$ cat src/hdl/tkc_defs.vh
// Constants for the touch key slot counter control block.
// Assumes inclusion by bare name from the block's design file.
`ifndef TKC_DEFS_VH
`define TKC_DEFS_VH

// ----------------------------------------------------------------
// Register byte offsets (one aligned 32-bit word each)
// ----------------------------------------------------------------
`define TKC_OFF_SLOT_PRELOAD 8'h00
`define TKC_OFF_CTRL0 8'h04
`define TKC_OFF_CTRL1 8'h08
`define TKC_OFF_FCNT_LO 8'h0c
`define TKC_OFF_FCNT_HI 8'h10
`define TKC_OFF_CFCNT_LO 8'h14
`define TKC_OFF_CFCNT_HI 8'h18
`define TKC_OFF_REFCAP_LO 8'h1c
`define TKC_OFF_REFCAP_HI 8'h20
`define TKC_OFF_MCTRL0 8'h24
`define TKC_OFF_MCTRL1 8'h28
`define TKC_OFF_IRQ_STATUS 8'h2c
`define TKC_OFF_IRQ_MASK 8'h30

// ----------------------------------------------------------------
// Field positions
// ----------------------------------------------------------------
`define TKC_C0_SLOTOV 6
`define TKC_C0_START 5
`define TKC_C0_CFOV 4
`define TKC_C0_FOV 3
`define TKC_M1_SLOTSRC 7
`define TKC_M1_REFEN 5
`define TKC_M1_KEYEN 4
`define TKC_M1_K2EN 1
`define TKC_M1_K1EN 0
`define TKC_IRQ_SLOT 0
`define TKC_IRQ_CF 1
`define TKC_IRQ_FUNC 2

// ----------------------------------------------------------------
// Reset values and counts
// ----------------------------------------------------------------
`define TKC_RST_BYTE 8'h00
`define TKC_RST_CTRL1 2'h3
`define TKC_RST_IRQ 3'h0
`define TKC_UNIT_LAST 5'h1f
`define TKC_SLOT_LAST 8'hff
`define TKC_CNT_LAST 16'hffff
`define TKC_KEYSEL_K1 2'h0
`define TKC_KEYSEL_K2 2'h1
`define TKC_SLOT_DIV_LAST 2'h3

`endif

$ cat src/hdl/tkc_top.v
// Touch key module control: time slot window, C/F and function counters,
// overflow flags, interrupt and APB register access.
// Assumes a synchronous APB master on clk; sense and reference oscillator
// outputs arrive asynchronously and are resynchronised here.
//
// The implementer's own choices: the APB slave port and the address map.
`timescale 1ns/100ps
`include "tkc_defs.vh"

// Functional notes
// - Slot window overflows after (256 - preload) units of 32 slot clocks.
// - A 5-bit unit counter completes one unit every 32 slot clock ticks.
// - Slot overflow sets flag bit 6, interrupt request, stops oscillators.
// - Slot overflow halts C/F, function, unit and slot counters.
// - Software writing one to slot flag never raises interrupt; software clears it.
// - Start bit low holds C/F, function and unit counters cleared.
// - Clearing start leaves the 8-bit slot counter contents unchanged.
// - Start bit rising enables all counters and oscillators, starting detection.
// - C/F counter overflow sets flag bit 4; software clears it.
// - Function counter overflow sets flag bit 3; software clears it.
// - Function clock select codes 0..3 pick system clock divided 1, 2, 4, 8.
// - Bits 7 and 2 of control register 0 read as zero.
// - Two touch inputs, each with own sense oscillator, plus control registers.
// - Slot clock source: reference oscillator when zero, system clock/4 when one.
// - Function counter freezes at slot overflow and keeps its value.
// - Key select 00 routes key 1, 01 key 2 to C/F counter; others count nothing.
module tkc_top #(
  parameter ADDR_W = 8
) (
  input wire clk,
  input wire rstn,
  input wire ce,
  input wire psel,
  input wire penable,
  input wire pwrite,
  input wire [ADDR_W-1:0] paddr,
  input wire [31:0] pwdata,
  output wire pready,
  output reg [31:0] prdata,
  output reg pslverr,
  input wire touch_input_1,
  input wire touch_input_2,
  input wire ref_osc_in,
  output wire key_osc_en,
  output wire ref_osc_en,
  output wire touch_input_1_en,
  output wire touch_input_2_en,
  output wire detect_busy,
  output wire [1:0] osc_freq_select,
  output wire [9:0] ref_cap_value,
  output wire [7:0] osc_config,
  output wire touch_irq_request,
  output wire irq
);

  // ----------------------------------------------------------------
  // Register state
  // ----------------------------------------------------------------
  reg [7:0] preload_ff;
  reg start_ff;
  reg slotov_ff;
  reg cfov_ff;
  reg fov_ff;
  reg [1:0] fsel_ff;
  reg [1:0] freq_ff;
  reg [9:0] refcap_ff;
  reg [7:0] mctrl0_ff;
  reg [4:0] mctrl1_ff;
  reg [2:0] irq_stat_ff;
  reg [2:0] irq_mask_ff;
  reg setup_ff;

  // ----------------------------------------------------------------
  // Measurement state
  // ----------------------------------------------------------------
  reg run_ff;
  reg [4:0] unit_ff;
  reg [7:0] slot_ff;
  reg [15:0] cf_ff;
  reg [15:0] fcnt_ff;
  reg [2:0] fdiv_ff;
  reg [1:0] sdiv_ff;

  wire [2:0] async_in;
  wire [2:0] rise;
  wire [7:0] idx;
  wire access;
  wire wr_en;
  wire [7:0] wdat;
  wire wr_ctrl0;
  wire start_rise;
  wire slot_src;
  wire [1:0] key_sel;
  wire sdiv_tick;
  wire slot_tick;
  wire unit_wrap;
  wire slot_ov_ev;
  reg ftick;
  reg cf_tick;
  wire cf_ov_ev;
  wire f_ov_ev;
  reg [7:0] rd_byte;
  reg rd_hit;

  // ----------------------------------------------------------------
  // Input synchronisers
  // ----------------------------------------------------------------
  // Oscillators are unrelated to clk, so each takes two flops before use;
  // the third flop only serves edge detection. Edges faster than clk/2 are
  // lost, which bounds the usable oscillator rate.
  assign async_in = {ref_osc_in, touch_input_2, touch_input_1};

  genvar gi;
  generate
    for (gi = 0; gi < 3; gi = gi + 1) begin : g_sync
      reg meta_ff;
      reg sync_ff;
      reg prev_ff;
      always @(posedge clk or negedge rstn) begin
        if (!rstn) begin
          meta_ff <= 1'b0;
          sync_ff <= 1'b0;
          prev_ff <= 1'b0;
        end else if (ce) begin
          meta_ff <= async_in[gi];
          sync_ff <= meta_ff;
          prev_ff <= sync_ff;
        end
      end
      assign rise[gi] = sync_ff & ~prev_ff;
    end
  endgenerate

  // ----------------------------------------------------------------
  // APB access
  // ----------------------------------------------------------------
  // One wait-free access phase after a setup seen with ce high; read data
  // is captured at setup so prdata comes straight from a flop.
  // Address bits above the byte map must be zero; otherwise the access
  // lands on an unaligned index and is refused with pslverr.
  generate
    if (ADDR_W > 8) begin : g_idx_wide
      assign idx = (|paddr[ADDR_W-1:8]) ? 8'hff : paddr[7:0];
    end else if (ADDR_W == 8) begin : g_idx_exact
      assign idx = paddr;
    end else begin : g_idx_narrow
      assign idx = {{(8 - ADDR_W){1'b0}}, paddr};
    end
  endgenerate
  assign access = psel & penable;
  assign pready = access & setup_ff & ce;
  assign wr_en = pready & pwrite & ~pslverr;
  assign wdat = pwdata[7:0];
  assign wr_ctrl0 = wr_en & (idx == `TKC_OFF_CTRL0);
  assign start_rise = wr_ctrl0 & wdat[`TKC_C0_START] & ~start_ff;

  always @* begin
    rd_byte = 8'h00;
    rd_hit = 1'b1;
    case (idx)
      `TKC_OFF_SLOT_PRELOAD: rd_byte = preload_ff;
      `TKC_OFF_CTRL0: begin
        rd_byte = {1'b0, slotov_ff, start_ff, cfov_ff, fov_ff, 1'b0, fsel_ff};
      end
      `TKC_OFF_CTRL1: rd_byte = {6'h00, freq_ff};
      `TKC_OFF_FCNT_LO: rd_byte = fcnt_ff[7:0];
      `TKC_OFF_FCNT_HI: rd_byte = fcnt_ff[15:8];
      `TKC_OFF_CFCNT_LO: rd_byte = cf_ff[7:0];
      `TKC_OFF_CFCNT_HI: rd_byte = cf_ff[15:8];
      `TKC_OFF_REFCAP_LO: rd_byte = refcap_ff[7:0];
      `TKC_OFF_REFCAP_HI: rd_byte = {6'h00, refcap_ff[9:8]};
      `TKC_OFF_MCTRL0: rd_byte = mctrl0_ff;
      `TKC_OFF_MCTRL1: begin
        rd_byte = {mctrl1_ff[4], 1'b0, mctrl1_ff[3:2], 2'b00, mctrl1_ff[1:0]};
      end
      `TKC_OFF_IRQ_STATUS: rd_byte = {5'h00, irq_stat_ff};
      `TKC_OFF_IRQ_MASK: rd_byte = {5'h00, irq_mask_ff};
      default: rd_hit = 1'b0;
    endcase
  end

  always @(posedge clk or negedge rstn) begin
    if (!rstn) begin
      setup_ff <= 1'b0;
      prdata <= 32'h00000000;
      pslverr <= 1'b0;
    end else if (ce) begin
      if (psel & ~penable) begin
        setup_ff <= 1'b1;
        prdata <= pwrite ? 32'h00000000 : {24'h000000, rd_byte};
        pslverr <= ~rd_hit;
      end else if (pready) begin
        setup_ff <= 1'b0;
      end
    end
  end

  // ----------------------------------------------------------------
  // Configuration registers
  // ----------------------------------------------------------------
  always @(posedge clk or negedge rstn) begin
    if (!rstn) begin
      preload_ff <= `TKC_RST_BYTE;
      start_ff <= 1'b0;
      fsel_ff <= 2'h0;
      freq_ff <= `TKC_RST_CTRL1;
      refcap_ff <= 10'h000;
      mctrl0_ff <= `TKC_RST_BYTE;
      mctrl1_ff <= 5'h00;
      irq_mask_ff <= `TKC_RST_IRQ;
    end else if (ce && wr_en) begin
      case (idx)
        `TKC_OFF_SLOT_PRELOAD: preload_ff <= wdat;
        `TKC_OFF_CTRL0: begin
          start_ff <= wdat[`TKC_C0_START];
          fsel_ff <= wdat[1:0];
        end
        `TKC_OFF_CTRL1: freq_ff <= wdat[1:0];
        `TKC_OFF_REFCAP_LO: refcap_ff[7:0] <= wdat;
        `TKC_OFF_REFCAP_HI: refcap_ff[9:8] <= wdat[1:0];
        `TKC_OFF_MCTRL0: mctrl0_ff <= wdat;
        `TKC_OFF_MCTRL1: mctrl1_ff <= {wdat[7], wdat[5:4], wdat[1:0]};
        `TKC_OFF_IRQ_MASK: irq_mask_ff <= wdat[2:0];
        default: ;
      endcase
    end
  end

  assign slot_src = mctrl1_ff[4];
  assign key_sel = mctrl0_ff[7:6];

  // ----------------------------------------------------------------
  // Overflow flags and interrupt status
  // ----------------------------------------------------------------
  // Hardware set wins over a software write in the same cycle, so an
  // overflow landing on a clear is never lost.
  always @(posedge clk or negedge rstn) begin
    if (!rstn) begin
      slotov_ff <= 1'b0;
      cfov_ff <= 1'b0;
      fov_ff <= 1'b0;
      irq_stat_ff <= `TKC_RST_IRQ;
    end else if (ce) begin
      if (slot_ov_ev)
        slotov_ff <= 1'b1;
      else if (wr_ctrl0)
        slotov_ff <= wdat[`TKC_C0_SLOTOV];
      if (cf_ov_ev)
        cfov_ff <= 1'b1;
      else if (wr_ctrl0)
        cfov_ff <= wdat[`TKC_C0_CFOV];
      if (f_ov_ev)
        fov_ff <= 1'b1;
      else if (wr_ctrl0)
        fov_ff <= wdat[`TKC_C0_FOV];
      // Only hardware events reach the status; a software set of the slot flag does not
      irq_stat_ff <= (irq_stat_ff & ~((wr_en && idx == `TKC_OFF_IRQ_STATUS) ? wdat[2:0] : 3'h0))
                     | {f_ov_ev, cf_ov_ev, slot_ov_ev};
    end
  end

  // Level interrupt: stays high until software writes one to the status
  // bit; the slot request output follows the slot status bit alone
  assign touch_irq_request = irq_stat_ff[`TKC_IRQ_SLOT];
  assign irq = |(irq_stat_ff & irq_mask_ff);

  // ----------------------------------------------------------------
  // Detection run control and time slot
  // ----------------------------------------------------------------
  // A restart needs start written 0 first; writing 1 over 1 is ignored
  always @(posedge clk or negedge rstn) begin
    if (!rstn)
      run_ff <= 1'b0;
    else if (ce) begin
      if (start_rise)
        run_ff <= 1'b1;
      else if (slot_ov_ev || !start_ff)
        run_ff <= 1'b0;
    end
  end

  // System clock divided by 4 as the alternate slot clock
  always @(posedge clk or negedge rstn) begin
    if (!rstn)
      sdiv_ff <= 2'h0;
    else if (ce)
      sdiv_ff <= run_ff ? sdiv_ff + 2'h1 : 2'h0;
  end

  assign sdiv_tick = (sdiv_ff == `TKC_SLOT_DIV_LAST);
  assign slot_tick = run_ff & (slot_src ? sdiv_tick : rise[2]);
  assign unit_wrap = slot_tick & (unit_ff == `TKC_UNIT_LAST);
  assign slot_ov_ev = unit_wrap & (slot_ff == `TKC_SLOT_LAST);

  always @(posedge clk or negedge rstn) begin
    if (!rstn) begin
      unit_ff <= 5'h00;
      slot_ff <= 8'h00;
    end else if (ce) begin
      if (!start_ff)
        unit_ff <= 5'h00;
      else if (slot_tick)
        unit_ff <= unit_ff + 5'h01;
      // Slot counter keeps its contents while start is low; after overflow it
      // wraps to zero and waits for the next start to copy the preload in
      if (start_rise)
        slot_ff <= preload_ff;
      else if (unit_wrap)
        slot_ff <= slot_ff + 8'h01;
    end
  end

  // ----------------------------------------------------------------
  // Function and C/F counters
  // ----------------------------------------------------------------
  always @* begin
    case (fsel_ff)
      2'h0: ftick = 1'b1;
      2'h1: ftick = fdiv_ff[0];
      2'h2: ftick = &fdiv_ff[1:0];
      default: ftick = &fdiv_ff;
    endcase
    ftick = ftick & run_ff;
    case (key_sel)
      `TKC_KEYSEL_K1: cf_tick = rise[0];
      `TKC_KEYSEL_K2: cf_tick = rise[1];
      default: cf_tick = 1'b0;
    endcase
    cf_tick = cf_tick & run_ff;
  end

  // The divider restarts with each detection, so the first function tick
  // lands a fixed number of cycles after start
  assign cf_ov_ev = cf_tick & (cf_ff == `TKC_CNT_LAST);
  assign f_ov_ev = ftick & (fcnt_ff == `TKC_CNT_LAST);

  always @(posedge clk or negedge rstn) begin
    if (!rstn) begin
      fdiv_ff <= 3'h0;
      fcnt_ff <= 16'h0000;
      cf_ff <= 16'h0000;
    end else if (ce) begin
      if (!start_ff) begin
        fdiv_ff <= 3'h0;
        fcnt_ff <= 16'h0000;
        cf_ff <= 16'h0000;
      end else begin
        if (run_ff)
          fdiv_ff <= fdiv_ff + 3'h1;
        if (ftick)
          fcnt_ff <= fcnt_ff + 16'h0001;
        if (cf_tick)
          cf_ff <= cf_ff + 16'h0001;
      end
    end
  end

  // ----------------------------------------------------------------
  // Oscillator controls
  // ----------------------------------------------------------------
  // Oscillators run only during a detection cycle, so they stop at overflow
  // Key enables are plain register bits; they only pick which pads are live
  assign key_osc_en = run_ff & mctrl1_ff[2];
  assign ref_osc_en = run_ff & mctrl1_ff[3];
  assign touch_input_1_en = mctrl1_ff[0];
  assign touch_input_2_en = mctrl1_ff[1];
  assign detect_busy = run_ff;
  assign osc_freq_select = freq_ff;
  assign ref_cap_value = refcap_ff;
  assign osc_config = mctrl0_ff;

endmodule

$ cat config.mk
export PLATFORM = sky130hd
export DESIGN_NAME = tkc_top
export DESIGN_NICKNAME = d
export VERILOG_FILES = /design/src/hdl/tkc_top.v
export VERILOG_INCLUDE_DIRS = /design/src /design/src/hdl
export SDC_FILE = /design/constraint.sdc
export NUM_CORES = 1
export LEC_CHECK = 0
export ABC_AREA = 1
export BUFFER_PORTS_ARGS = -buffer_cell sky130_fd_sc_hd__buf_4
export CAP_MARGIN = 20
export CORE_MARGIN = 5
export CORE_UTILIZATION = 60
export DETAILED_ROUTE_END_ITERATION = 8
export PLACE_DENSITY = 0.84
export SLEW_MARGIN = 20
export SYNTH_ARGS = -nofsm -noshare
export SYNTH_HDL_FRONTEND = slang
export SYNTH_SLANG_ARGS = --single-unit
$ cat constraint.sdc
create_clock -name clk -period 3.7 [get_ports clk]
set_input_delay 0.185 -clock clk [delete_from_list [all_inputs] [get_ports clk]]
set_output_delay 0.185 -clock clk [all_outputs]
set_load 0.01 [all_outputs]
==> impl_metrics.sql, run 1 <==
INSERT INTO impl_metrics (metric_group, metric, value, unit) VALUES
('outcome', 'outcome', 'completed', ''),
('placement', 'post-dp-hpwl', '12100', 'um'),
('power', 'peakVddDrop', '0.288', 'mV'),
('cts', 'clk_root_buffer_cell', 'sky130_fd_sc_hd__clkbuf_8', ''),
('cts', 'cts-buffers-inserted', '17', ''),
('die', 'ios', '110', ''),
('cts', 'post_cts.resized_instances', '0', ''),
('placement', 'post_dp_cell_area', '0.00700', 'mm^2'),
('finish', 'final_area', '0.00777', 'mm^2'),
('die', 'core_area', '0.0107', 'mm^2'),
('die', 'die_width', '114', 'um'),
('sta', 'setup_total_negative_slack', '0', 'ns'),
('synthesis', 'synth_seq_area_share', '44.4', '%'),
('route', 'drcViolationCount', '0', ''),
('placement', 'placedCellCount', '1067', ''),
('grt', 'grt_pass1_wl', '27600', 'um'),
('cts', 'clockBufferDepth', '2', ''),
('synthesis', 'postSynth.asyncResetShare', '100', '%'),
('finish', 'finalCoreUtilization', '72.4', '%'),
('worst_setup_path', 'startpoint_type', 'flip-flop', ''),
('sta', 'max_clock_skew', '0.0113', 'ns'),
('cts', 'cts.htree.levels', '4', ''),
('cts', 'cts_tree', 'done', ''),
('min_path', 'min_path_type', 'input pin to flip-flop', ''),
('sta', 'final_clock_period_utilization_by_the_worst_path', '55.7', '%'),
('power', 'p_leak', '4.08', 'nW'),
('power', 'power.density_cell_area', '405', 'mW/mm^2'),
('worst_setup_path', 'kind_of_end_point_of_the_critical_path', 'flip-flop', ''),
('sta', 'shortest_clock_period_the_worst_path_allows_after_layout', '2.06', 'ns'),
('die', 'dieArea', '0.0130', 'mm^2'),
('finish', 'layout_nets', '1019', ''),
('grt', 'globalRouteTotalUtil', '27.2', '%'),
('finish', 'final_layout_size_suffix_gt1_share', '14.6', '%'),
('synthesis', 'post_synth_num_cell_types', '45', ''),
('route', 'dr_total_vias', '6146', ''),
('grt', 'globalRouteOverflowTotal', '0', ''),
('cts', 'path_clk_slew', '0.06', 'ns'),
('die', 'dieHeight', '114', 'um'),
('sta', 'worst_slew_pin_slew', '0.845', 'ns'),
('placement', 'gp_congestion', '0.976', ''),
('route', 'wl_cell', '15.3', 'um'),
('worst_setup_path', 'cp_max_fo', '20', ''),
('placement', 'port_buffers', '61', ''),
('synthesis', 'ys_warn_count', '0', ''),
('finish', 'layoutNonFillerInstCount', '1115', ''),
('sta', 'slew_violations', '0', ''),
('synthesis', 'cell_area_after_technology_mapping', '0.00649', 'mm^2'),
('cts', 'clk-insertion-delay-late', '0.53', 'ns'),
('flow_run', 'max_cap_violations', '0', ''),
('worst_setup_path', 'critPathRequiredTime', '4.11', 'ns'),
('sta', 'slew_headroom', '43.7', '%'),
('sta', 'rsz0062_at_grt', 'no', ''),
('synthesis', 'synth_enable_flop_cells', '0', ''),
('finish', 'diodes', '0', ''),
('synthesis', 'synth.avg_cell_area', '7.43', 'um^2'),
('die', 'placement_row_count', '38', ''),
('grt', 'grt_antenna_before_repair', '0', ''),
('route', 'detail-route-antenna-nets', '0', ''),
('cts', 'cts_hold_buffers', '16', ''),
('synthesis', 'synth-seq-cells', '115', ''),
('finish', 'synthToLayoutAreaGrowth', '19.7', '%'),
('cts', 'cts.sink_count', '115', ''),
('route', 'viasPerCell', '5.51', ''),
('sta', 'setup_viol', '0', ''),
('sta', 'clock.fmax', '485', 'MHz'),
('die', 'starting_density_of_the_core', '60.4', '%'),
('grt', 'vias_in_the_first_global_route', '5596', ''),
('sta', 'hold_ws', '0.00744', 'ns'),
('route', 'detailedRoute.firstIterationViolations', '693', ''),
('route', 'drt_pass1_iterations', '7', ''),
('synthesis', 'ys_dominant_reg_cell', 'sky130_fd_sc_hd__dfrtp_1', ''),
('sta', 'hold_viol', '0', ''),
('grt', 'largest_net_degree_at_the_start_of_global_routing', '69', ''),
('cts', 'post-cts-setup-buffer-count', '0', ''),
('route', 'drt-total-wl', '17100', 'um'),
('worst_setup_path', 'arrival', '2.47', 'ns'),
('worst_setup_path', 'worstSetupPathType', 'flip-flop to flip-flop', ''),
('synthesis', 'postSynthCellCount', '874', '');
[cell families (layout without fill, tap and decap cells)]
kind of cell / after synthesis / in the layout / share of synthesized area [%]
AND/OR/NAND/NOR: 497 / 497 / 34.1
buffers and inverters: 125 / 203 / 8.90
AO/OA/AOI/OAI: 117 / 117 / 9.54
flip-flops: 115 / 115 / 44.4
XOR/XNOR: 11 / 11 / 1.48
adder cells (fa/ha/maj): 8 / 8 / 1.54
other: 1 / 24 / 0.0577
[final timing paths]
kind | from | endpoint | slack [ns] | depth (start not counted)
min in group asynchronous | rstn | ref_cap_value[9] | 0.30 | 2
worst max register to register | start_ff | cf_ff[7] | 1.64 | 9
worst min-delay path | pwdata[4] | ref_cap_value[4] | 0.007 | 3
worst min register to register | g_sync[0].meta_ff | g_sync[0].meta_ff | 0.48 | 2
max in group asynchronous | rstn | fcnt_ff[2] | 2.55 | 3
worst max-delay path | start_ff | cf_ff[7] | 1.64 | 9
[placed cells by master, fill, tap and decap left out, types with 2 or more instances in the layout]
master                          instances
sky130_fd_sc_hd__nand3_4                2
sky130_fd_sc_hd__inv_2                  7
sky130_fd_sc_hd__nor2_2                 5
sky130_fd_sc_hd__bufinv_16              3
sky130_fd_sc_hd__clkinvlp_4             4
sky130_fd_sc_hd__dfrtp_1              113
sky130_fd_sc_hd__nor3_1                17
sky130_fd_sc_hd__nor2_4                11
sky130_fd_sc_hd__nand3_1               63
sky130_fd_sc_hd__xor2_1                 8
sky130_fd_sc_hd__a31oi_1                3
sky130_fd_sc_hd__conb_1                24
sky130_fd_sc_hd__nand2_4                7
sky130_fd_sc_hd__clkinv_2               2
sky130_fd_sc_hd__a21oi_1               15
sky130_fd_sc_hd__nand2_2                6
sky130_fd_sc_hd__xnor2_1                3
sky130_fd_sc_hd__nor2_1                74
sky130_fd_sc_hd__o21ai_1                7
sky130_fd_sc_hd__dfstp_2                2
sky130_fd_sc_hd__clkbuf_8               4
sky130_fd_sc_hd__o21ai_0               83
sky130_fd_sc_hd__ha_1                   8
sky130_fd_sc_hd__inv_1                 81
sky130_fd_sc_hd__nand4_1                9
sky130_fd_sc_hd__dlygate4sd3_1         16
sky130_fd_sc_hd__nand2_1              296
sky130_fd_sc_hd__clkbuf_16             16
sky130_fd_sc_hd__clkinv_4               2
sky130_fd_sc_hd__buf_4                 65
[critical path: stages, from the launching register on]
cell,delay (ns)
sky130_fd_sc_hd__dfrtp_1,0.59
sky130_fd_sc_hd__nor2_4,0.18
sky130_fd_sc_hd__buf_4,0.24
sky130_fd_sc_hd__inv_1,0.10
sky130_fd_sc_hd__buf_4,0.23
sky130_fd_sc_hd__nand2_4,0.16
sky130_fd_sc_hd__nand2_1,0.10
sky130_fd_sc_hd__nor2_1,0.13
sky130_fd_sc_hd__xor2_1,0.15
sky130_fd_sc_hd__nor2_1,0.05
[cell usage after synthesis, types with 9 or more instances]
cell type                 instances  area, um^2
sky130_fd_sc_hd__nand2_1        296        1110
sky130_fd_sc_hd__dfrtp_1        113        2830
sky130_fd_sc_hd__o21ai_0         83         415
sky130_fd_sc_hd__inv_1           81         304
sky130_fd_sc_hd__nor2_1          74         278
sky130_fd_sc_hd__nand3_1         63         315
sky130_fd_sc_hd__buf_4           25         188
sky130_fd_sc_hd__nor3_1          17        85.1
sky130_fd_sc_hd__a21oi_1         15        75.1
sky130_fd_sc_hd__nor2_4          11         124
sky130_fd_sc_hd__nand4_1          9        56.3
[per-stage QoR]
| stage | power [mW] | setup WS [ns] |
|---|---|---|
| after floorplan | 1.41 | 2.20 |
| after global placement | 1.47 | 1.71 |
| after detailed placement | 1.47 | 1.69 |
| after CTS | 3.16 | 1.67 |
| after global routing | 3.25 | 1.52 |
| final | 3.15 | 1.64 |
[final cells by class]
class / instances / area [um^2]
Multi-Input combinational cell: 657 / 3120
Fill cell: 796 / 2970
Sequential cell: 115 / 2880
Timing Repair Buffer: 81 / 648
Clock buffer: 21 / 459
Inverter: 90 / 339
Tap cell: 140 / 175
Clock inverter: 11 / 151
[power by group]
group / switching (mW) / internal (mW) / leakage, nW / total (mW)
Combinational: 0.109 / 0.0540 / 2.27 / 0.163
Sequential: 0.0184 / 1.28 / 1.53 / 1.30
Clock: 0.602 / 1.08 / 0.287 / 1.68
Total: 0.729 / 2.42 / 4.08 / 3.15
[flip-flops by register name, indices dropped and copies added (netlist names), 2 cells and up]
register,count
cf_ff,16
fcnt_ff,16
fdiv_ff,3
fsel_ff,2
g_sync.meta_ff,3
g_sync.prev_ff,3
g_sync.sync_ff,3
irq_mask_ff,3
irq_stat_ff,3
mctrl1_ff,5
osc_config,8
osc_freq_select,2
prdata,8
preload_ff,8
ref_cap_value,10
sdiv_ff,2
slot_ff,8
unit_ff,5
[routing by layer]
layer	GRT usage [%]	wire (um)	vias to the layer above	share of wire, %
li1	-	-	2933	-
met1	36.7	6910	2850	41
met2	43.4	8040	301	47
met3	5.57	1530	62	9.0
met4	10.8	571	0	3.3
met5	0	0	-	0
No activity file was read; power rests on OpenSTA's default activity.
==> inputs of run 2 (changes only) <==
--- a/config.mk
+++ b/config.mk
@@ -10,9 +10,9 @@
 export BUFFER_PORTS_ARGS = -buffer_cell sky130_fd_sc_hd__buf_4
 export CAP_MARGIN = 20
 export CORE_MARGIN = 5
-export CORE_UTILIZATION = 60
+export CORE_UTILIZATION = 51
 export DETAILED_ROUTE_END_ITERATION = 8
-export PLACE_DENSITY = 0.84
+export PLACE_DENSITY = 0.76
 export SLEW_MARGIN = 20
 export SYNTH_ARGS = -nofsm -noshare
 export SYNTH_HDL_FRONTEND = slang
==> constraint.sdc (replaced) <==
create_clock -name clk -period 1.8 [get_ports clk]
set_input_delay 0.09 -clock clk [delete_from_list [all_inputs] [get_ports clk]]
set_output_delay 0.09 -clock clk [all_outputs]
set_load 0.01 [all_outputs]
==> run 2 against run 1 <==
Net effect: count of clock-buffer cells in the layout increased by 1; clock power increased by 95%; design area increased by 1.7%; non-clock buffer count increased by 12; global-route usage decreased by 3.3 points; die area increased by 16%.
==> impl_metrics.sql, run 2 (synthesized netlist as in run 1, its figures left out) <==
INSERT INTO impl_metrics (metric_group, metric, value, unit) VALUES
('outcome', 'outcome', 'completed', ''),
('route', 'detailedRoute.firstIterationViolations', '487', ''),
('finish', 'final_layout_size_suffix_gt1_share', '16.1', '%'),
('min_path', 'min_path_type', 'input pin to flip-flop', ''),
('sta', 'setup_viol', '0', ''),
('sta', 'rsz0062_at_grt', 'no', ''),
('die', 'core_area', '0.0126', 'mm^2'),
('grt', 'vias_in_the_first_global_route', '5481', ''),
('die', 'ios', '110', ''),
('worst_setup_path', 'cp_num_buf_inv', '2', ''),
('die', 'starting_density_of_the_core', '51.7', '%'),
('route', 'viasPerCell', '5.16', ''),
('route', 'drt-total-wl', '17000', 'um'),
('sta', 'clock.fmax', '603', 'MHz'),
('sta', 'hold_ws', '0.0113', 'ns'),
('grt', 'globalRouteOverflowTotal', '0', ''),
('worst_setup_path', 'timing.critical_path.max_delay_family', 'flip-flops', ''),
('cts', 'clk-insertion-delay-late', '0.42', 'ns'),
('worst_setup_path', 'critical-path-max-stage-delay', '0.37', 'ns'),
('die', 'dieArea', '0.0151', 'mm^2'),
('die', 'die_width', '123', 'um'),
('sta', 'final_clock_period_utilization_by_the_worst_path', '92.1', '%'),
('route', 'dr_total_vias', '5979', ''),
('worst_setup_path', 'kind_of_end_point_of_the_critical_path', 'flip-flop', ''),
('cts', 'cts_tree', 'done', ''),
('cts', 'cts-buffers-inserted', '17', ''),
('worst_setup_path', 'timing.critical_path.cells', 'ha_1 -> ha_1 -> inv_1 -> o21ai_0 -> nand2_2 -> inv_4 -> nand3_1 -> o21ai_0 -> nor2_1', ''),
('cts', 'cts.htree.levels', '4', ''),
('worst_setup_path', 'startpoint_type', 'flip-flop', ''),
('worst_setup_path', 'cp_max_fo', '8', ''),
('grt', 'globalRouteTotalUtil', '24.0', '%'),
('die', 'dieHeight', '123', 'um'),
('placement', 'gp_congestion', '0.951', ''),
('cts', 'cts.sink_count', '115', ''),
('cts', 'path_clk_slew', '0.06', 'ns'),
('power', 'totalPowerFinal', '6.29', 'mW'),
('power', 'p_leak', '4.14', 'nW'),
('die', 'placement_row_count', '41', ''),
('cts', 'clk_root_buffer_cell', 'sky130_fd_sc_hd__clkbuf_16', ''),
('finish', 'synthToLayoutAreaGrowth', '21.8', '%'),
('sta', 'max_clock_skew', '0.0130', 'ns'),
('sta', 'hold_viol', '0', ''),
('sta', 'shortest_clock_period_the_worst_path_allows_after_layout', '1.66', 'ns'),
('sta', 'slew_violations', '0', ''),
('worst_setup_path', 'critPathRequiredTime', '2.10', 'ns'),
('placement', 'post-dp-hpwl', '12700', 'um'),
('worst_setup_path', 'worstSetupPathType', 'flip-flop to flip-flop', ''),
('worst_setup_path', 'critical-path-slowest-cell', 'sky130_fd_sc_hd__dfrtp_1', ''),
('worst_setup_path', 'arrival', '1.96', 'ns'),
('finish', 'layout_common_cells', 'sky130_fd_sc_hd__nand2_1 (293), sky130_fd_sc_hd__dfrtp_1 (113), sky130_fd_sc_hd__o21ai_0 (83)', ''),
('finish', 'layout.cells.most_common', 'sky130_fd_sc_hd__nand2_1', ''),
('power', 'power.density_cell_area', '795', 'mW/mm^2'),
('flow_run', 'max_cap_violations', '0', ''),
('finish', 'layout_nets', '1031', ''),
('route', 'detail-route-antenna-nets', '0', ''),
('route', 'drt_pass1_iterations', '5', ''),
('placement', 'port_buffers', '61', ''),
('finish', 'layout.filler_cells', '1100', ''),
('route', 'wl_cell', '14.7', 'um'),
('route', 'drcViolationCount', '0', ''),
('power', 'peakVddDrop', '0.541', 'mV'),
('grt', 'grt_pass1_wl', '27800', 'um'),
('sta', 'worst_slack', '0.143', 'ns'),
('cts', 'clockBufferDepth', '2', ''),
('grt', 'largest_net_degree_at_the_start_of_global_routing', '43', ''),
('grt', 'grt_antenna_before_repair', '0', ''),
('sta', 'setup_total_negative_slack', '0', 'ns'),
('placement', 'dp_worst_setup_slack', '0.0988', 'ns'),
('finish', 'diodes', '0', '');
## run 2: final timing paths
| check | slack (ns) | cells past startpoint | startpoint | endpoint |
|---|---|---|---|---|
| max in group asynchronous | 1.03 | 3 | rstn | fcnt_ff[13] |
| min in group asynchronous | 0.17 | 2 | rstn | mctrl1_ff[1] |
| worst max register to register | 0.14 | 9 | fdiv_ff[0] | fcnt_ff[5] |
| worst max-delay path | 0.14 | 9 | fdiv_ff[0] | fcnt_ff[5] |
| worst min-delay path | 0.01 | 3 | pwdata[7] | ref_cap_value[7] |
| worst min register to register | 0.47 | 2 | g_sync[1].meta_ff | g_sync[1].meta_ff |
## run 2: power by group
group | leakage (nW) | internal, mW | total, mW | switching (mW)
sequential | 1.53 | 2.64 | 2.67 | 0.0347
clock | 0.272 | 2.09 | 3.27 | 1.18
combinational | 2.35 | 0.118 | 0.344 | 0.226
## run 2: layout make-up
type / instances / area [um^2] / area share (%)
Clock inverter: 9 / 106 / 1.34
Timing Repair Buffer: 93 / 756 / 9.56
Clock buffer: 22 / 464 / 5.87
Sequential cell: 115 / 2880 / 36.4
Multi-Input combinational cell: 657 / 3140 / 39.8
Tap cell: 172 / 215 / 2.72
Inverter: 90 / 342 / 4.32
## run 2: routing by layer
metal	global-route usage, %	up-vias	part of all wire, %	routed length [um]
li1	-	2965	-	-
met1	32.7	2800	45	7610
met2	37.8	187	47	7920
met3	5.30	27	6.5	1100
met4	8.47	0	2.3	386
met5	0	-	0	0
## run 2: worst register-to-register path, delay by kind of cell (launching register included)
family | cells | cell delay (ns)
and+or+nand+nor | 3 | 0.31
DFF | 1 | 0.37
adders and majority gates | 2 | 0.35
AOI/OAI and AO/OA | 2 | 0.35
buffers and inverters | 2 | 0.17
## run 2: stage by stage
step                util (%)  cell area, um^2  std cells
finish                  62.9             7910       1158
floorplan                  -             6580        897
global route            62.9             7910       1158
global placement        57.1             7170       1113
CTS                     62.7             7880       1157
detailed placement      57.1             7170       1113
## run 2: repair_timing
action / CTS / global route
setup endpoints to repair: 0 / 10
resized for setup: 0 / 7
buffers inserted: 0 / 1
hold buffers: 13 / 0
endpoints found under the hold margin: 44 / 0
==> inputs of run 3 (changes only) <==
--- a/config.mk
+++ b/config.mk
@@ -9,7 +9,6 @@
 export ABC_AREA = 1
 export BUFFER_PORTS_ARGS = -buffer_cell sky130_fd_sc_hd__buf_4
 export CAP_MARGIN = 20
-export CORE_MARGIN = 5
 export CORE_UTILIZATION = 51
 export DETAILED_ROUTE_END_ITERATION = 8
 export PLACE_DENSITY = 0.76
==> run 3 against run 2 <==
Net effect: first-iteration DRC count up 23%; critical endpoint is now fov_ff; final cell count down 0.78%; clock power up 8.0%; sequential share of layout area down 0.063 points; critical path type unchanged; largest power group unchanged; setup slack worse by 0.035 ns; largest cell class unchanged.
==> impl_metrics.sql, run 3 (synthesized netlist as in run 1, its figures left out) <==
INSERT INTO impl_metrics (metric_group, metric, value, unit) VALUES
('outcome', 'outcome', 'completed', ''),
('worst_setup_path', 'cp_max_fo', '4', ''),
('grt', 'globalRouteTotalUtil', '27.8', '%'),
('placement', 'post-dp-hpwl', '12400', 'um'),
('worst_setup_path', 'timing.critical_path.cells', 'ha_1 -> nand2_1 -> nor3_4 -> nand2_1 -> nor3_4 -> nand4_1 -> nand3_1', ''),
('worst_setup_path', 'r2r_end', 'fov_ff', ''),
('power', 'power.density_cell_area', '826', 'mW/mm^2'),
('route', 'drcViolationCount', '0', ''),
('worst_setup_path', 'startpoint_type', 'flip-flop', ''),
('grt', 'largest_net_degree_at_the_start_of_global_routing', '44', ''),
('cts', 'cts.htree.levels', '4', ''),
('finish', 'layout.cells.most_common', 'sky130_fd_sc_hd__nand2_1', ''),
('finish', 'layoutNonFillerInstCount', '1149', ''),
('cts', 'path_clk_slew', '0.05', 'ns'),
('cts', 'clk-insertion-delay-late', '0.42', 'ns'),
('route', 'dr_total_vias', '5986', ''),
('power', 'p_seq_share', '40.9', '%'),
('sta', 'setup_viol', '0', ''),
('die', 'ios', '110', ''),
('route', 'detailedRoute.firstIterationViolations', '597', ''),
('sta', 'max_clock_skew', '0.00880', 'ns'),
('finish', 'diodes', '0', ''),
('worst_setup_path', 'kind_of_end_point_of_the_critical_path', 'flip-flop', ''),
('placement', 'gp_congestion', '0.942', ''),
('finish', 'layout_common_cells', 'sky130_fd_sc_hd__nand2_1 (293), sky130_fd_sc_hd__dfrtp_1 (113), sky130_fd_sc_hd__o21ai_0 (82)', ''),
('sta', 'shortest_clock_period_the_worst_path_allows_after_layout', '1.69', 'ns'),
('finish', 'layout.filler_cells', '1114', ''),
('route', 'detail-route-antenna-nets', '0', ''),
('cts', 'clockBufferDepth', '2', ''),
('sta', 'hold_ws', '0.0187', 'ns'),
('worst_setup_path', 'timing.critical_path.max_delay_family', 'simple AND/OR/NAND/NOR gates', ''),
('worst_setup_path', 'cp_num_buf_inv', '0', ''),
('power', 'power.clock.fraction', '54.0', '%'),
('grt', 'grt_antenna_before_repair', '0', ''),
('route', 'drt-total-wl', '16900', 'um'),
('power', 'peakVddDrop', '0.803', 'mV'),
('die', 'dieArea', '0.0132', 'mm^2'),
('sta', 'final_clock_period_utilization_by_the_worst_path', '94.0', '%'),
('finish', 'synthToLayoutAreaGrowth', '22.0', '%'),
('placement', 'placedCellCount', '1105', ''),
('die', 'placement_row_count', '40', ''),
('die', 'dieHeight', '115', 'um'),
('sta', 'hold_viol', '0', ''),
('power', 'net_switching_power', '1.42', 'mW'),
('worst_setup_path', 'critPathRequiredTime', '2.16', 'ns'),
('power', 'totalPowerFinal', '6.54', 'mW'),
('worst_setup_path', 'critPathCapture', 'fov_ff', ''),
('sta', 'clock.fmax', '591', 'MHz'),
('die', 'core_area', '0.0122', 'mm^2'),
('cts', 'cts_tree', 'done', ''),
('cts', 'clk_root_buffer_cell', 'sky130_fd_sc_hd__clkbuf_16', ''),
('cts', 'cts.sink_count', '115', ''),
('power', 'p_leak', '4.16', 'nW'),
('worst_setup_path', 'ff2ff_setup_slack', '0.11', 'ns'),
('sta', 'slew_violations', '0', ''),
('grt', 'globalRouteOverflowTotal', '0', ''),
('finish', 'layout_nets', '1025', ''),
('worst_setup_path', 'r2r-start', 'fcnt_ff[1]', ''),
('worst_setup_path', 'crit_cells', '7', ''),
('sta', 'slew_headroom', '65.8', '%'),
('placement', 'port_buffers', '61', ''),
('sta', 'worst_slew_pin_slew', '0.511', 'ns'),
('worst_setup_path', 'worstSetupPathType', 'flip-flop to flip-flop', ''),
('power', 'power_switching_share', '21.7', '%'),
('grt', 'grt_pass1_wl', '27600', 'um'),
('finish', 'final_layout_size_suffix_gt1_share', '16.3', '%'),
('route', 'viasPerCell', '5.21', ''),
('worst_setup_path', 'critical-path-max-stage-delay', '0.40', 'ns'),
('die', 'starting_density_of_the_core', '53.2', '%'),
('route', 'wl_cell', '14.7', 'um'),
('power', 'power.combinational.fraction', '5.2', '%'),
('flow_run', 'max_cap_violations', '0', ''),
('power', 'internal_power', '5.13', 'mW'),
('route', 'drt_pass1_iterations', '6', ''),
('die', 'die_width', '115', 'um'),
('worst_setup_path', 'r2r.worst_path.cells', '7', ''),
('cts', 'cts-buffers-inserted', '17', ''),
('min_path', 'min_path_type', 'input pin to flip-flop', ''),
('worst_setup_path', 'critical-path-slowest-cell', 'sky130_fd_sc_hd__dfrtp_1', ''),
('worst_setup_path', 'arrival', '2.05', 'ns'),
('worst_setup_path', 'critPathLaunch', 'fcnt_ff[1]', ''),
('grt', 'vias_in_the_first_global_route', '5544', ''),
('finish', 'finalCoreUtilization', '64.9', '%');
run 3: cell types whose count changed in the layout (fill, tap and decap cells not counted), moves of 2 or more:
cell	previous run	this run
sky130_fd_sc_hd__nor2_2	5	7
sky130_fd_sc_hd__nor2_1	74	72
sky130_fd_sc_hd__buf_4	78	74
sky130_fd_sc_hd__bufinv_16	2	4
sky130_fd_sc_hd__nor3_4	0	2
sky130_fd_sc_hd__dlygate4sd3_1	13	11
run 3: worst reg2reg max path, stage by stage, from the launching register on:
cell                      delay (ns)
sky130_fd_sc_hd__dfrtp_1        0.40
sky130_fd_sc_hd__ha_1           0.19
sky130_fd_sc_hd__nand2_1        0.14
sky130_fd_sc_hd__nor3_4         0.25
sky130_fd_sc_hd__nand2_1        0.16
sky130_fd_sc_hd__nor3_4         0.19
sky130_fd_sc_hd__nand4_1        0.19
sky130_fd_sc_hd__nand3_1        0.10
run 3: worst min path at each step:
stage / startpoint / end / slack [ns] / depth (start not counted)
finish: ce / g_sync[1].sync_ff / 0.02 / 3
global route: ce / g_sync[0].meta_ff / 0.02 / 3
CTS: ce / g_sync[1].meta_ff / 0.003 / 3
detailed placement: rstn / mctrl1_ff[0] / -0.02 / 1
global placement: rstn / mctrl1_ff[0] / -0.02 / 1
floorplan: rstn / cf_ff[0] / -0.21 / 0
run 3: final cells by class:
type                    count  area, um^2  share of cell area [%]
repair buffers             87         706                    8.91
clock buffers              22         464                    5.86
clock inverters            10         155                    1.96
well taps                 168         210                    2.65
flip-flops and latches    115        2880                    36.4
inverters                  90         342                    4.31
multi-input cells         657        3160                    39.9
run 3: power by group through the flow:
stage | sequential [mW] | clock (mW) | combinational (mW)
detailed placement | 2.72 | 0 | 0.317
CTS | 2.67 | 3.56 | 0.338
global placement | 2.72 | 0 | 0.312
global route | 2.68 | 3.68 | 0.382
floorplan | 2.71 | 0 | 0.192
finish | 2.67 | 3.53 | 0.338
run 3: stage by stage:
step / worst slack [ns] / setup TNS, ns / cell area, um^2
after floorplan: 0.303 / 0 / 6580
after global placement: 0.110 / 0 / 7140
after detailed placement: 0.0723 / 0 / 7140
after CTS: 0.0394 / 0 / 7870
after global routing: -0.0261 / -0.0759 / 7920
final: 0.107 / 0 / 7920
run 3: timing repair:
| action | in CTS | in global routing |
|---|---|---|
| hold buffers | 11 | 0 |
| endpoints found under the setup margin | 0 | 26 |
| buffers inserted | 0 | 1 |
| endpoints found under the hold margin | 125 | 0 |
| gates resized for setup | 0 | 13 |
run 3: layer usage:
metal	wire [um]	share of wire, %	global-route usage (%)
met1	7830	46	38.2
met3	1040	6.2	6.38
met5	0	0	0
met4	515	3.0	12.1
met2	7530	45	42.2
